--- config.mk ---
export PLATFORM = sky130hd
export DESIGN_NAME = pcst_top
export DESIGN_NICKNAME = d
export VERILOG_FILES = /design/src/verilog/pcst_pkg.sv /design/src/verilog/pcst_top.sv
export SDC_FILE = /design/constraint.sdc
export NUM_CORES = 1
export LEC_CHECK = 0
export BUFFER_PORTS_ARGS = -buffer_cell sky130_fd_sc_hd__buf_2
export CAP_MARGIN = 10
export CORE_ASPECT_RATIO = 0.7
export CORE_MARGIN = 10
export CORE_UTILIZATION = 55
export CTS_BUF_LIST = sky130_fd_sc_hd__clkbuf_8
export DETAILED_ROUTE_END_ITERATION = 10
export GPL_TIMING_DRIVEN = 1
export HOLD_SLACK_MARGIN = 0.06
export PLACE_DENSITY_LB_ADDON = 0.15
export RECOVER_POWER = 100
export SYNTH_ARGS = -nofsm -noshare
export SYNTH_HDL_FRONTEND = slang
export SYNTH_SLANG_ARGS = --single-unit
--- constraint.sdc ---
create_clock -name clk -period 4.84 [get_ports clk]
set_clock_uncertainty 0.05 [all_clocks]
set_input_delay 0.726 -clock clk [delete_from_list [all_inputs] [get_ports clk]]
set_output_delay 0.726 -clock clk [all_outputs]
set_load 0.01 [all_outputs]
--- src/verilog/pcst_pkg.sv ---
// Purpose: Constants and types for the printer configuration and self-test block
// Assumes: 40 MHz system clock, Wishbone classic register access
// Notes: Register byte addresses are word aligned
`default_nettype none
package pcst_pkg;
    // Register byte addresses
    localparam logic [3:0] ADDR_SERIAL_CFG = 4'h0;
    localparam logic [3:0] ADDR_MECH_CFG = 4'h4;
    localparam logic [3:0] ADDR_CONTROL = 4'h8;
    localparam logic [3:0] ADDR_STATUS = 4'hc;
    // Control register bit positions
    localparam int CTL_ROLL_AUTO = 0;
    localparam int CTL_FAN_AUTO = 1;
    localparam int CTL_FEED_LEN_LSB = 8;
    // Reset values
    localparam logic [7:0] FEED_LEN_RST = 8'h00;
    // Baud rates in bits per second
    localparam logic [15:0] BAUD_19200 = 16'h4b00;
    localparam logic [15:0] BAUD_9600 = 16'h2580;
    localparam logic [15:0] BAUD_4800 = 16'h12c0;
    localparam logic [15:0] BAUD_1200 = 16'h04b0;
    // Receive buffer sizes in bytes
    localparam logic [12:0] RXBUF_LARGE = 13'h1000;
    localparam logic [12:0] RXBUF_SMALL = 13'h002d;
    // Feed step unit: one step enable per this many clocks (1 ms at 40 MHz)
    localparam int CLK_HZ = 40000000;
    localparam int FEED_STEP_US = 1000;
    localparam int FEED_STEP_CYC = CLK_HZ / 1000000 * FEED_STEP_US;
    // Step count at which a self-test ticket ends; the ticket runs this many feed steps plus one
    localparam logic [7:0] TEST_TICKET_STEPS = 8'h40;
    // ASCII digit base for the width character
    localparam logic [7:0] ASCII_ZERO = 8'h30;

    typedef enum logic [2:0] {
        PCST_SAMPLE,
        PCST_IDLE,
        PCST_TEST_PRINT,
        PCST_TEST_CUT,
        PCST_ROLL_FEED,
        PCST_FAN_FEED,
        PCST_MANUAL_FEED
    } pcst_state_t;
endpackage : pcst_pkg
`default_nettype wire

--- src/verilog/pcst_top.sv ---
// Purpose: Switch decode, self-test entry, print inhibit and paper paper_auto_insert
// Assumes: Inputs synchronous to clk; switch bits high when ON
// Notes: Wishbone classic slave, ack one cycle after request
// Notes on behaviour
// RULE_01 - Bank one bits 1-2 baud 19200/9600/4800/1200; bit 3 hardware or software flow
// RULE_02 - Bank one bit 4 buffer 4096 or 45 bytes; bit 5 odd or even parity
// RULE_03 - Bit 6 parity check or ignore; bit 7 seven or eight bits; bit 8 interface
// RULE_04 - Bank one exists only on serial units; parallel units read it as zero
// RULE_05 - Bank two bits 1-2 give mechanism width 2, 3 or 4 inch
// RULE_06 - Bank two bit 3 registration memory; bit 4 cut after each test print
// RULE_07 - Feed button held at power-on enters self-test; printing starts while held
// RULE_08 - Self-test prints tickets endlessly until power removal, host interface unused
// RULE_09 - Self-test line after checkerboard starts with width digit 2, 3 or 4
// RULE_10 - No printing at all while head-up lever signal is active; print_en is registered and drops one clock after head_up rises
// RULE_11 - Roll paper_auto_insert feeds programmed length once paper reaches the guide
// RULE_12 - Fanfold paper_auto_insert feeds until the next top-of-form mark is sensed
// RULE_13 - After initial load, feed button advances paper manually
// RULE_14 - Switch banks sampled once after reset and held until next reset
//
// The implementer's own choices: the register addresses and the Wishbone register port.
`timescale 1ns/100ps
`default_nettype none
module pcst_top (
    // Clock and reset
    input wire logic clk,
    input wire logic rst_b,
    // Wishbone classic slave
    input wire logic wb_cyc_i,
    input wire logic wb_stb_i,
    input wire logic wb_we_i,
    input wire logic [3:0] wb_adr_i,
    input wire logic [3:0] wb_sel_i,
    input wire logic [31:0] wb_dat_i,
    output logic [31:0] wb_dat_o,
    output logic wb_ack_o,
    // Switch banks and strap
    input wire logic [7:0] serial_switch_bank,
    input wire logic [3:0] mechanism_switch_bank,
    input wire logic serial_unit,
    // Operator and sensors
    input wire logic feed_button,
    input wire logic head_up,
    input wire logic paper_in_guide,
    input wire logic top_of_form_mark,
    // Print engine handshake
    input wire logic print_req,
    output logic print_en,
    output logic feed_en,
    output logic cut_pulse,
    output logic self_test,
    output logic [7:0] width_char
);
    // Whole block state, registered in one place
    typedef struct packed {
        pcst_pkg::pcst_state_t state;
        logic [7:0] sw1;
        logic [3:0] sw2;
        logic loaded;
        logic self_test;
        logic roll_auto;
        logic fan_auto;
        logic [7:0] feed_len;
        logic [7:0] step_cnt;
        logic [15:0] div_cnt;
        logic paper_seen;
        logic print_en;
        logic feed_en;
        logic cut_pulse;
        logic [7:0] width_char;
        logic [31:0] dat;
        logic ack;
    } pcst_regs_t;

    pcst_regs_t cur_ff;
    pcst_regs_t nxt_cur;
    logic step_en;
    logic wb_req;

    // Decode of mechanism width in inches
    function automatic logic [2:0] mech_inches(input logic [1:0] bits);
        case (bits)
            2'b00: mech_inches = 3'h2;
            2'b10: mech_inches = 3'h3;
            2'b01: mech_inches = 3'h4;
            // Both switches on is unused, falls back to narrowest
            default: mech_inches = 3'h2;
        endcase
    endfunction : mech_inches

    // Decode of baud rate
    function automatic logic [15:0] baud_of(input logic [1:0] bits);
        case (bits)
            2'b00: baud_of = pcst_pkg::BAUD_19200;
            2'b01: baud_of = pcst_pkg::BAUD_9600;
            2'b10: baud_of = pcst_pkg::BAUD_4800;
            default: baud_of = pcst_pkg::BAUD_1200;
        endcase
    endfunction : baud_of

    // Feed step enable and bus request
    assign step_en = (cur_ff.div_cnt == 16'(pcst_pkg::FEED_STEP_CYC - 1));
    assign wb_req = wb_cyc_i && wb_stb_i && !cur_ff.ack;

    // Next state
    always_comb
    begin
        nxt_cur = cur_ff;
        nxt_cur.cut_pulse = 1'b0;
        nxt_cur.ack = 1'b0;
        nxt_cur.div_cnt = step_en ? 16'h0000 : cur_ff.div_cnt + 16'h0001;
        case (cur_ff.state)
            pcst_pkg::PCST_SAMPLE:
            begin
                // RULE_14 sample banks once
                // Later switch moves are ignored until the next reset
                // RULE_04 parallel units read bank one as zero
                nxt_cur.sw1 = serial_unit ? serial_switch_bank : 8'h00;
                nxt_cur.sw2 = mechanism_switch_bank;
                // RULE_09 width digit
                nxt_cur.width_char = pcst_pkg::ASCII_ZERO
                    + {5'h00, mech_inches(mechanism_switch_bank[1:0])};
                // RULE_07 button held at power-on
                nxt_cur.self_test = feed_button;
                nxt_cur.step_cnt = 8'h00;
                nxt_cur.state = feed_button ? pcst_pkg::PCST_TEST_PRINT
                                            : pcst_pkg::PCST_IDLE;
            end
            pcst_pkg::PCST_TEST_PRINT:
            begin
                // RULE_08 ticket length counted in steps
                // Raised head stalls the ticket rather than losing it
                if (step_en && !head_up)
                begin
                    nxt_cur.step_cnt = cur_ff.step_cnt + 8'h01;
                    if (cur_ff.step_cnt == pcst_pkg::TEST_TICKET_STEPS)
                    begin
                        nxt_cur.state = pcst_pkg::PCST_TEST_CUT;
                    end
                end
            end
            pcst_pkg::PCST_TEST_CUT:
            begin
                // RULE_06 cut only when bank two bit 4 on
                nxt_cur.cut_pulse = cur_ff.sw2[3];
                nxt_cur.step_cnt = 8'h00;
                // RULE_08 repeat without stopping
                nxt_cur.state = pcst_pkg::PCST_TEST_PRINT;
            end
            pcst_pkg::PCST_IDLE:
            begin
                nxt_cur.step_cnt = 8'h00;
                // Rising paper edge only, so resting paper never refeeds
                // Fanfold wins when both paper_auto_insert bits are set
                if (paper_in_guide && !cur_ff.paper_seen && cur_ff.fan_auto)
                begin
                    nxt_cur.state = pcst_pkg::PCST_FAN_FEED;
                end
                else if (paper_in_guide && !cur_ff.paper_seen
                         && cur_ff.roll_auto)
                begin
                    nxt_cur.state = pcst_pkg::PCST_ROLL_FEED;
                end
                else if (feed_button && cur_ff.loaded)
                begin
                    nxt_cur.state = pcst_pkg::PCST_MANUAL_FEED;
                end
                if (paper_in_guide && !cur_ff.roll_auto && !cur_ff.fan_auto)
                begin
                    nxt_cur.loaded = 1'b1;
                end
            end
            pcst_pkg::PCST_ROLL_FEED:
            begin
                // RULE_11 feed programmed length
                if (step_en)
                begin
                    nxt_cur.step_cnt = cur_ff.step_cnt + 8'h01;
                end
                if (cur_ff.step_cnt >= cur_ff.feed_len)
                begin
                    nxt_cur.loaded = 1'b1;
                    nxt_cur.state = pcst_pkg::PCST_IDLE;
                end
            end
            pcst_pkg::PCST_FAN_FEED:
            begin
                // RULE_12 feed to next mark
                // No length limit: unmarked forms feed until reset
                if (top_of_form_mark)
                begin
                    nxt_cur.loaded = 1'b1;
                    nxt_cur.state = pcst_pkg::PCST_IDLE;
                end
            end
            pcst_pkg::PCST_MANUAL_FEED:
            begin
                // RULE_13 manual advance while held
                if (!feed_button)
                begin
                    nxt_cur.state = pcst_pkg::PCST_IDLE;
                end
            end
            default:
            begin
                nxt_cur.state = pcst_pkg::PCST_IDLE;
            end
        endcase
        nxt_cur.paper_seen = paper_in_guide;
        // Feed motor runs in the feed states and in PCST_TEST_PRINT with the head down
        nxt_cur.feed_en = (nxt_cur.state == pcst_pkg::PCST_ROLL_FEED)
            || (nxt_cur.state == pcst_pkg::PCST_FAN_FEED)
            || (nxt_cur.state == pcst_pkg::PCST_MANUAL_FEED)
            || (nxt_cur.state == pcst_pkg::PCST_TEST_PRINT && !head_up);
        // RULE_10 head-up inhibits print
        nxt_cur.print_en = !head_up && (print_req
            || nxt_cur.state == pcst_pkg::PCST_TEST_PRINT);
        // Register access
        // Ack lasts one cycle; writes to read-only offsets are dropped
        if (wb_req)
        begin
            nxt_cur.ack = 1'b1;
            nxt_cur.dat = 32'h0000_0000;
            if (wb_we_i && wb_adr_i == pcst_pkg::ADDR_CONTROL)
            begin
                if (wb_sel_i[0])
                begin
                    // RULE_11 roll paper_auto_insert enable
                    nxt_cur.roll_auto = wb_dat_i[pcst_pkg::CTL_ROLL_AUTO];
                    // RULE_12 fanfold paper_auto_insert enable
                    nxt_cur.fan_auto = wb_dat_i[pcst_pkg::CTL_FAN_AUTO];
                end
                if (wb_sel_i[1])
                begin
                    nxt_cur.feed_len = wb_dat_i[pcst_pkg::CTL_FEED_LEN_LSB+:8];
                end
            end
            else if (!wb_we_i)
            begin
                case (wb_adr_i)
                    pcst_pkg::ADDR_SERIAL_CFG:
                    begin
                        // RULE_01 baud and flow control
                        // RULE_02 buffer size and parity sense
                        // RULE_03 parity use and length; the interface bit reads from ADDR_MECH_CFG
                        // Baud top bit is always zero, cut to fit 32 bits
                        nxt_cur.dat = {15'(baud_of(cur_ff.sw1[1:0])),
                            cur_ff.sw1[2],
                            cur_ff.sw1[3] ? pcst_pkg::RXBUF_SMALL
                                          : pcst_pkg::RXBUF_LARGE,
                            cur_ff.sw1[4], cur_ff.sw1[5],
                            cur_ff.sw1[6]};
                    end
                    pcst_pkg::ADDR_MECH_CFG:
                    begin
                        // RULE_05 width, RULE_06 memory and cut
                        nxt_cur.dat = {21'h000000, cur_ff.sw2[3],
                            cur_ff.sw2[2], mech_inches(cur_ff.sw2[1:0]),
                            cur_ff.sw1[7], 5'h00};
                    end
                    pcst_pkg::ADDR_CONTROL:
                    begin
                        nxt_cur.dat = {16'h0000, cur_ff.feed_len, 6'h00,
                            cur_ff.fan_auto, cur_ff.roll_auto};
                    end
                    pcst_pkg::ADDR_STATUS:
                    begin
                        // Bit 7 spare, reads zero
                        nxt_cur.dat = {24'h000000, 1'b0, cur_ff.state,
                            cur_ff.loaded, cur_ff.self_test, head_up,
                            paper_in_guide};
                    end
                    default:
                    begin
                        nxt_cur.dat = 32'h0000_0000;
                    end
                endcase
            end
        end
    end

    // State register
    // Feed length takes its package reset, all else clears
    always_ff @(posedge clk or negedge rst_b)
    begin
        if (!rst_b)
        begin
            cur_ff <= '{state: pcst_pkg::PCST_SAMPLE,
                feed_len: pcst_pkg::FEED_LEN_RST, default: '0};
        end
        else
        begin
            cur_ff <= nxt_cur;
        end
    end

    // Outputs from flip-flops
    // Plain wires off the state register, no logic after the flops
    assign wb_dat_o = cur_ff.dat;
    assign wb_ack_o = cur_ff.ack;
    assign print_en = cur_ff.print_en;
    assign feed_en = cur_ff.feed_en;
    assign cut_pulse = cur_ff.cut_pulse;
    assign self_test = cur_ff.self_test;
    assign width_char = cur_ff.width_char;
endmodule : pcst_top
`default_nettype wire

After elaboration in Yosys (flattened, before gate mapping) --
Index checks and enable logic that the tools add are counted.
Word-level totals: bits in registers 96, bits of input ports 63, output and inout port bits 45, word-level logic and storage cells 107
Operators by class: $add $sub $neg 3, order comparisons 1, eq/ne operators 26, multiplexer cells 29, reductions and logical operators 31
Operators by type and width (number):
- 32-bit case mux with 4 select lines | 1
- 32-bit two-way mux | 2
- 15-bit case mux with 3 select lines | 1
- 3-bit two-way mux | 9
- 8-bit two-way mux | 3
- 8-bit case mux with 3 select lines | 1
- 3-bit case mux with 7 select lines | 1
- 3-bit equality test (second input constant) | 6
- 16-bit by 1-bit adder with 16-bit output (second input constant) | 1
- 16-bit equality test (second input constant) | 1
- 16-bit two-way mux | 1
- 13-bit two-way mux | 1
- 1-bit logical AND | 12
- 3-bit case mux with 2 select lines | 2
- 2-bit != test (second input constant) | 5
- 3-bit by 2-bit equality test with 1-bit output (second input constant) | 3
- 3-bit AND reduction | 3
- 8-bit by 1-bit adder with 8-bit output (second input constant) | 1
- 4-bit equality test (second input constant) | 2
- 8-bit by 7-bit equality test with 1-bit output (second input constant) | 1
- 8-bit greater-or-equal comparator | 1
- 6-bit by 3-bit adder with 7-bit output (first input constant) | 1
- 2-bit by 1-bit equality test with 1-bit output (second input constant) | 3
- 2-bit equality test (second input constant) | 3
- 13 further kinds | 25

Logic depth before layout (Yosys ltp) --
depth in word-level cells 10, depth in mapped cells 7, gate-level depth less buffers 7

Worst setup path before layout --
No wires, ideal clock.
path kind input-to-reg, from in wb_adr_i[3], to reg cur_ff[69] in the netlist's numbering, setup time 125 ps, data arrival time 1944 ps, required time 4665 ps, setup slack 2722 ps, stages on the path 6, path buffers 1, path through buf_2 > nor2b_1 > nand2_1 > nor4_1 > nand2_1 > mux2_2
Between the ends: word-level cells in the longest chain between the ends 3
Ends and longest elaborated chain:
- start, declared | RTL line pcst_top.sv:31 | input wire logic [3:0] wb_adr_i,
- 4-bit equality test | RTL line pcst_top.sv:223 | if (wb_we_i && wb_adr_i == pcst_pkg::ADDR_CONTROL)
- 1-bit logical AND | RTL line pcst_top.sv:223
- 3-bit AND reduction (no line)
- end signal, assigned | RTL line pcst_top.sv:287 | cur_ff <= '{state: pcst_pkg::PCST_SAMPLE,
- end signal, assigned | RTL line pcst_top.sv:292 | cur_ff <= nxt_cur;
- end, declared | RTL line pcst_top.sv:74 | pcst_regs_t cur_ff;
No other way between the ends. A chain may end at the register's enable or synchronous reset.

Worst setup path in the final report --
from reg cur_ff (netlist bit wb_ack_o), to reg cur_ff[70] in the netlist's numbering
Between the ends: word-level cells in the longest chain between the ends 3
Ends and longest elaborated chain:
- 1-bit logical NOT | RTL line pcst_top.sv:102 | assign wb_req = wb_cyc_i && wb_stb_i && !cur_ff.ack;
- 1-bit logical AND | RTL line pcst_top.sv:102
- 3-bit AND reduction (no line)
No other way between the ends.

==> flow_summary.html <==
<table>
<tr><th>Metric</th><th>Value</th></tr>
<tr><th colspan="2">Pwr</th></tr>
<tr><td>Ratio of total power to cell area</td><td>354 nW/um2</td></tr>
<tr><td>Overall Power</td><td>1640 uW</td></tr>
<tr><td>Peak supply drop</td><td>227 uV</td></tr>
<tr><td>Switching pwr</td><td>440 uW</td></tr>
<tr><td>Fraction of power consumed by combinational cells</td><td>11.7%</td></tr>
<tr><td>Sequential group share of total power</td><td>51.3%</td></tr>
<tr><td>P_int</td><td>1200 uW</td></tr>
<tr><td>Clock network fraction of design power</td><td>37.0%</td></tr>
<tr><td>Switching part of the total</td><td>26.8%</td></tr>
<tr><td>Cell leakage power</td><td>0.00220 uW</td></tr>
<tr><th colspan="2">Floorplanning</th></tr>
<tr><td>Die Area</td><td>11800 um2</td></tr>
<tr><td>Standard-cell rows</td><td>26</td></tr>
<tr><td>Floorplan die height</td><td>94.1 um</td></tr>
<tr><td>Core Region</td><td>7450 um2</td></tr>
<tr><td>Initial core utilization</td><td>57.9%</td></tr>
<tr><td>Boundary Pins</td><td>108</td></tr>
<tr><td>Overall die width</td><td>126 um</td></tr>
<tr><th colspan="2">Timing</th></tr>
<tr><td>Final critical-path required period</td><td>3.05 ns</td></tr>
<tr><td>Actual slew at the worst max-slew pin</td><td>2.09 ns</td></tr>
<tr><td>Relative max-transition margin</td><td>-39.1%</td></tr>
<tr><td>Achievable frequency</td><td>328 MHz</td></tr>
<tr><td>Final setup vio count</td><td>0</td></tr>
<tr><td>Final total negative setup slack</td><td>0 ns</td></tr>
<tr><td>Final slew viol count</td><td>86</td></tr>
<tr><td>Number of endpoints with negative hold slack in the final report</td><td>0</td></tr>
<tr><td>Period utilization</td><td>63.0%</td></tr>
<tr><td>Unrepaired setup endpoints after global routing</td><td>no</td></tr>
<tr><th colspan="2">Synthesis</th></tr>
<tr><td>Post-synth top area share</td><td>49.3%</td></tr>
<tr><td>Post-synth cell types</td><td>52</td></tr>
<tr><td>Number of synthesized register bits</td><td>85</td></tr>
<tr><td>Cell types occupying the most area after synthesis</td><td>dfrtp_1, buf_4, nand2_1, ha_1, mux2_2</td></tr>
<tr><td>Synth async-reset ratio</td><td>100%</td></tr>
<tr><td>Average cell area after synthesis</td><td>9.81 um2</td></tr>
<tr><td>Primary FF master, synth</td><td>dfrtp_1</td></tr>
<tr><td>Cell taking the most area after synthesis</td><td>dfrtp_1</td></tr>
<tr><td>Post-synthesis sequential area ratio</td><td>49.3%</td></tr>
<tr><td>Number of standard cells after synthesis</td><td>440</td></tr>
<tr><td>Number of flops mapped to enable cells by yosys</td><td>0</td></tr>
<tr><td>Cell area after technology mapping</td><td>4320 um2</td></tr>
<tr><td>Synth Warn #</td><td>0</td></tr>
<tr><th colspan="2">Critical path</th></tr>
<tr><td>Type of the setup path with the least slack</td><td>flop to flop</td></tr>
<tr><td>CP startpoint kind</td><td>flop</td></tr>
<tr><td>Number of cells on the worst reg-to-reg path</td><td>4</td></tr>
<tr><td>Ordered cell list for the critical path</td><td>nand3b_1, nor4_1, nand2_1, mux2_2</td></tr>
<tr><td>Slowest CP cell</td><td>nor4_1</td></tr>
<tr><td>Required @ worst endpoint</td><td>5.04 ns</td></tr>
<tr><td>Crit-path max cell delay</td><td>0.94 ns</td></tr>
<tr><td>Arrival @ worst endpoint</td><td>3.25 ns</td></tr>
<tr><td>Critical path capture point type</td><td>flop</td></tr>
<tr><td>Biggest fanout along the worst timing path</td><td>28</td></tr>
<tr><th colspan="2">Finish</th></tr>
<tr><td>Number of antenna cells inserted</td><td>0</td></tr>
<tr><td>Post-layout instance area</td><td>4640 um2</td></tr>
<tr><td>Growth of design area from synthesis to finish</td><td>7.45%</td></tr>
<tr><td>Most used cells in the layout excluding fill and tap cells</td><td>dfrtp_1, nand2_1, clkbuf_1, buf_2, o21ai_0</td></tr>
<tr><td>Non-Filler Instances</td><td>581</td></tr>
<tr><td>Share of layout cells above drive strength 1</td><td>14.5%</td></tr>
<tr><td>Most frequent standard cell in the layout excluding fill and tap cells</td><td>dfrtp_1</td></tr>
<tr><td>Filler cell count</td><td>670</td></tr>
<tr><td>Final nets</td><td>552</td></tr>
<tr><th colspan="2">CTS</th></tr>
<tr><td>Max clock buf depth</td><td>2</td></tr>
<tr><td>Cts hold-fix bufs</td><td>0</td></tr>
<tr><td>Root buffer selected by CTS</td><td>clkbuf_8</td></tr>
<tr><td>Clock buffers created by TritonCTS</td><td>9</td></tr>
<tr><td>Post-CTS Resized</td><td>0</td></tr>
<tr><td>Clock-pin slew on the worst setup and hold paths</td><td>0.09 ns</td></tr>
<tr><td>Number of H-tree levels</td><td>3</td></tr>
<tr><td>Setup fix buffers added after clock tree synthesis</td><td>0</td></tr>
<tr><td>Latest clock arrival within the worst-skew pair</td><td>0.36 ns</td></tr>
<tr><td>Clock tree from TritonCTS</td><td>done</td></tr>
<tr><td>Count of clock tree sinks</td><td>85</td></tr>
<tr><th colspan="2">Place</th></tr>
<tr><td>Area post-placement</td><td>4490 um2</td></tr>
<tr><td>Cell count after placement</td><td>565</td></tr>
<tr><td>GP Congestion</td><td>0.843</td></tr>
<tr><td>Count of input and output buffers</td><td>76</td></tr>
<tr><td>Estimated wirelength of the detail-placed design</td><td>7210 um</td></tr>
<tr><th colspan="2">Drt</th></tr>
<tr><td>Vias per cell</td><td>5.48</td></tr>
<tr><td>Routed via count</td><td>3186</td></tr>
<tr><td>DRT Wirelength</td><td>9780 um</td></tr>
<tr><td>Detailed-router iteration count before antenna repair</td><td>5</td></tr>
<tr><td>Per-cell routed wire length</td><td>16.8 um</td></tr>
<tr><td>Antenna Violating Nets Remaining</td><td>0</td></tr>
<tr><td>DRC violations left</td><td>0</td></tr>
<tr><td>DRC violation total after the first TritonRoute iteration</td><td>263</td></tr>
<tr><th colspan="2">Global routing</th></tr>
<tr><td>First-pass GRT wire length</td><td>15700 um</td></tr>
<tr><td>Total global-route track usage</td><td>16.4%</td></tr>
<tr><td>Initial antenna violation count</td><td>0</td></tr>
<tr><td>GRT Residual Overflow</td><td>0</td></tr>
<tr><td>Largest net degree at the start of global routing</td><td>86</td></tr>
<tr><td>Via count of the first global-routing pass</td><td>3070</td></tr>
<tr><th colspan="2">Outcome</th></tr>
<tr><td>Outcome</td><td>finished with violations</td></tr>
<tr><td>Violations in the final reports</td><td>capacitance limit, slew limit</td></tr>
<tr><th colspan="2">Worst hold path</th></tr>
<tr><td>Tightest Hold Check Type</td><td>flop to flop</td></tr>
<tr><td>Number of cells traversed by the worst hold path</td><td>1</td></tr>
<tr><th colspan="2">Job</th></tr>
<tr><td>Number of max-cap violations</td><td>1</td></tr>
</table>
-- final cells by class --
type / count / area [um2] / share of cell area [%]
timing repair buffer: 77 / 335 / 7.23
inverter: 19 / 71.3 / 1.54
clock inverter: 7 / 124 / 2.67
clock buffer: 9 / 124 / 2.67
tap: 98 / 123 / 2.64
multi-input combinational: 286 / 1730 / 37.4
sequential: 85 / 2130 / 45.9
-- per-stage QoR --
stage	utilization, %	hold slack (ns)	worst slack (ns)
after floorplan	-	0.373	2.72
after global placement	60.2	0.384	1.97
after detailed placement	60.2	0.403	1.90
after CTS	63.6	0.419	2.29
after global routing	62.3	0.445	1.55
final	62.3	0.421	1.79
-- registers in the layout, summed over array words and instances (netlist names) --
signal,count
feed_en,1
self_test,1
wb_dat_o,25
cut_pulse,1
wb_ack_o,1
cur_ff,51
print_en,1
width_char,4
-- per-layer routing --
| layer | part of all wire (%) | track usage, % | vias to the layer above |
|---|---|---|---|
| met4 | 0.76 | 4.54 | 0 |
| met2 | 43 | 22.9 | 87 |
| met1 | 50 | 22.9 | 1544 |
| li1 | - | - | 1547 |
| met3 | 6.8 | 6.37 | 8 |
| met5 | 0 | 0 | - |
-- final timing paths --
| check | startpoint | slack [ns] | to |
|---|---|---|---|
| max | wb_ack_o | 1.79 | cur_ff[70] |
| min | cur_ff[45] | 0.42 | cur_ff[45] |
| max reg2reg | wb_ack_o | 1.79 | cur_ff[70] |
| min reg2reg | cur_ff[45] | 0.42 | cur_ff[45] |
| max in group asynchronous | rst_b | 2.61 | wb_dat_o[30] |
| min in group asynchronous | rst_b | 0.87 | cur_ff[66] |
-- synth_stat cells, drive strengths merged, types with 6 or more instances --
| master | number |
|---|---|
| mux2 | 12 |
| dfrtp | 85 |
| inv | 19 |
| xor2 | 8 |
| a21oi | 16 |
| clkbuf | 12 |
| o21ai | 24 |
| nor2 | 23 |
| nor3 | 7 |
| ha | 11 |
| nor2b | 6 |
| nand2 | 66 |
| a22o | 6 |
| nand4 | 8 |
| buf | 44 |
| nand3 | 21 |
| xnor2 | 8 |
-- logic make-up (layout without fill, tap and decap cells) --
| group | after synthesis | count (layout) | share of synthesized area (%) |
|---|---|---|---|
| muxes | 13 | 13 | 3.36 |
| adders and majority gates | 11 | 11 | 3.19 |
| buffers and inverters | 75 | 112 | 10.2 |
| and+or+nand+nor | 166 | 166 | 19.9 |
| other | 1 | 7 | 0.0869 |
| xor gates and xnor gates | 16 | 16 | 3.25 |
| DFF | 85 | 85 | 49.3 |
| AOI/OAI and AO/OA | 73 | 73 | 10.7 |
-- worst max-delay path, delay by kind of cell (launching register included) --
family / cells / cell delay (ns)
flops: 1 / 0.38
mux: 1 / 0.38
simple gates: 3 / 2.12
-- power groups by stage --
stage                     Clock [uW]  Sequential [uW]  Combinational (uW)
after global placement             0              856                 198
after detailed placement           0              855                 203
after global routing             645              854                 223
after CTS                        619              841                 205
after floorplan                    0              841                 153
final                            608              844                 192
(Power assumes the default switching activity.)
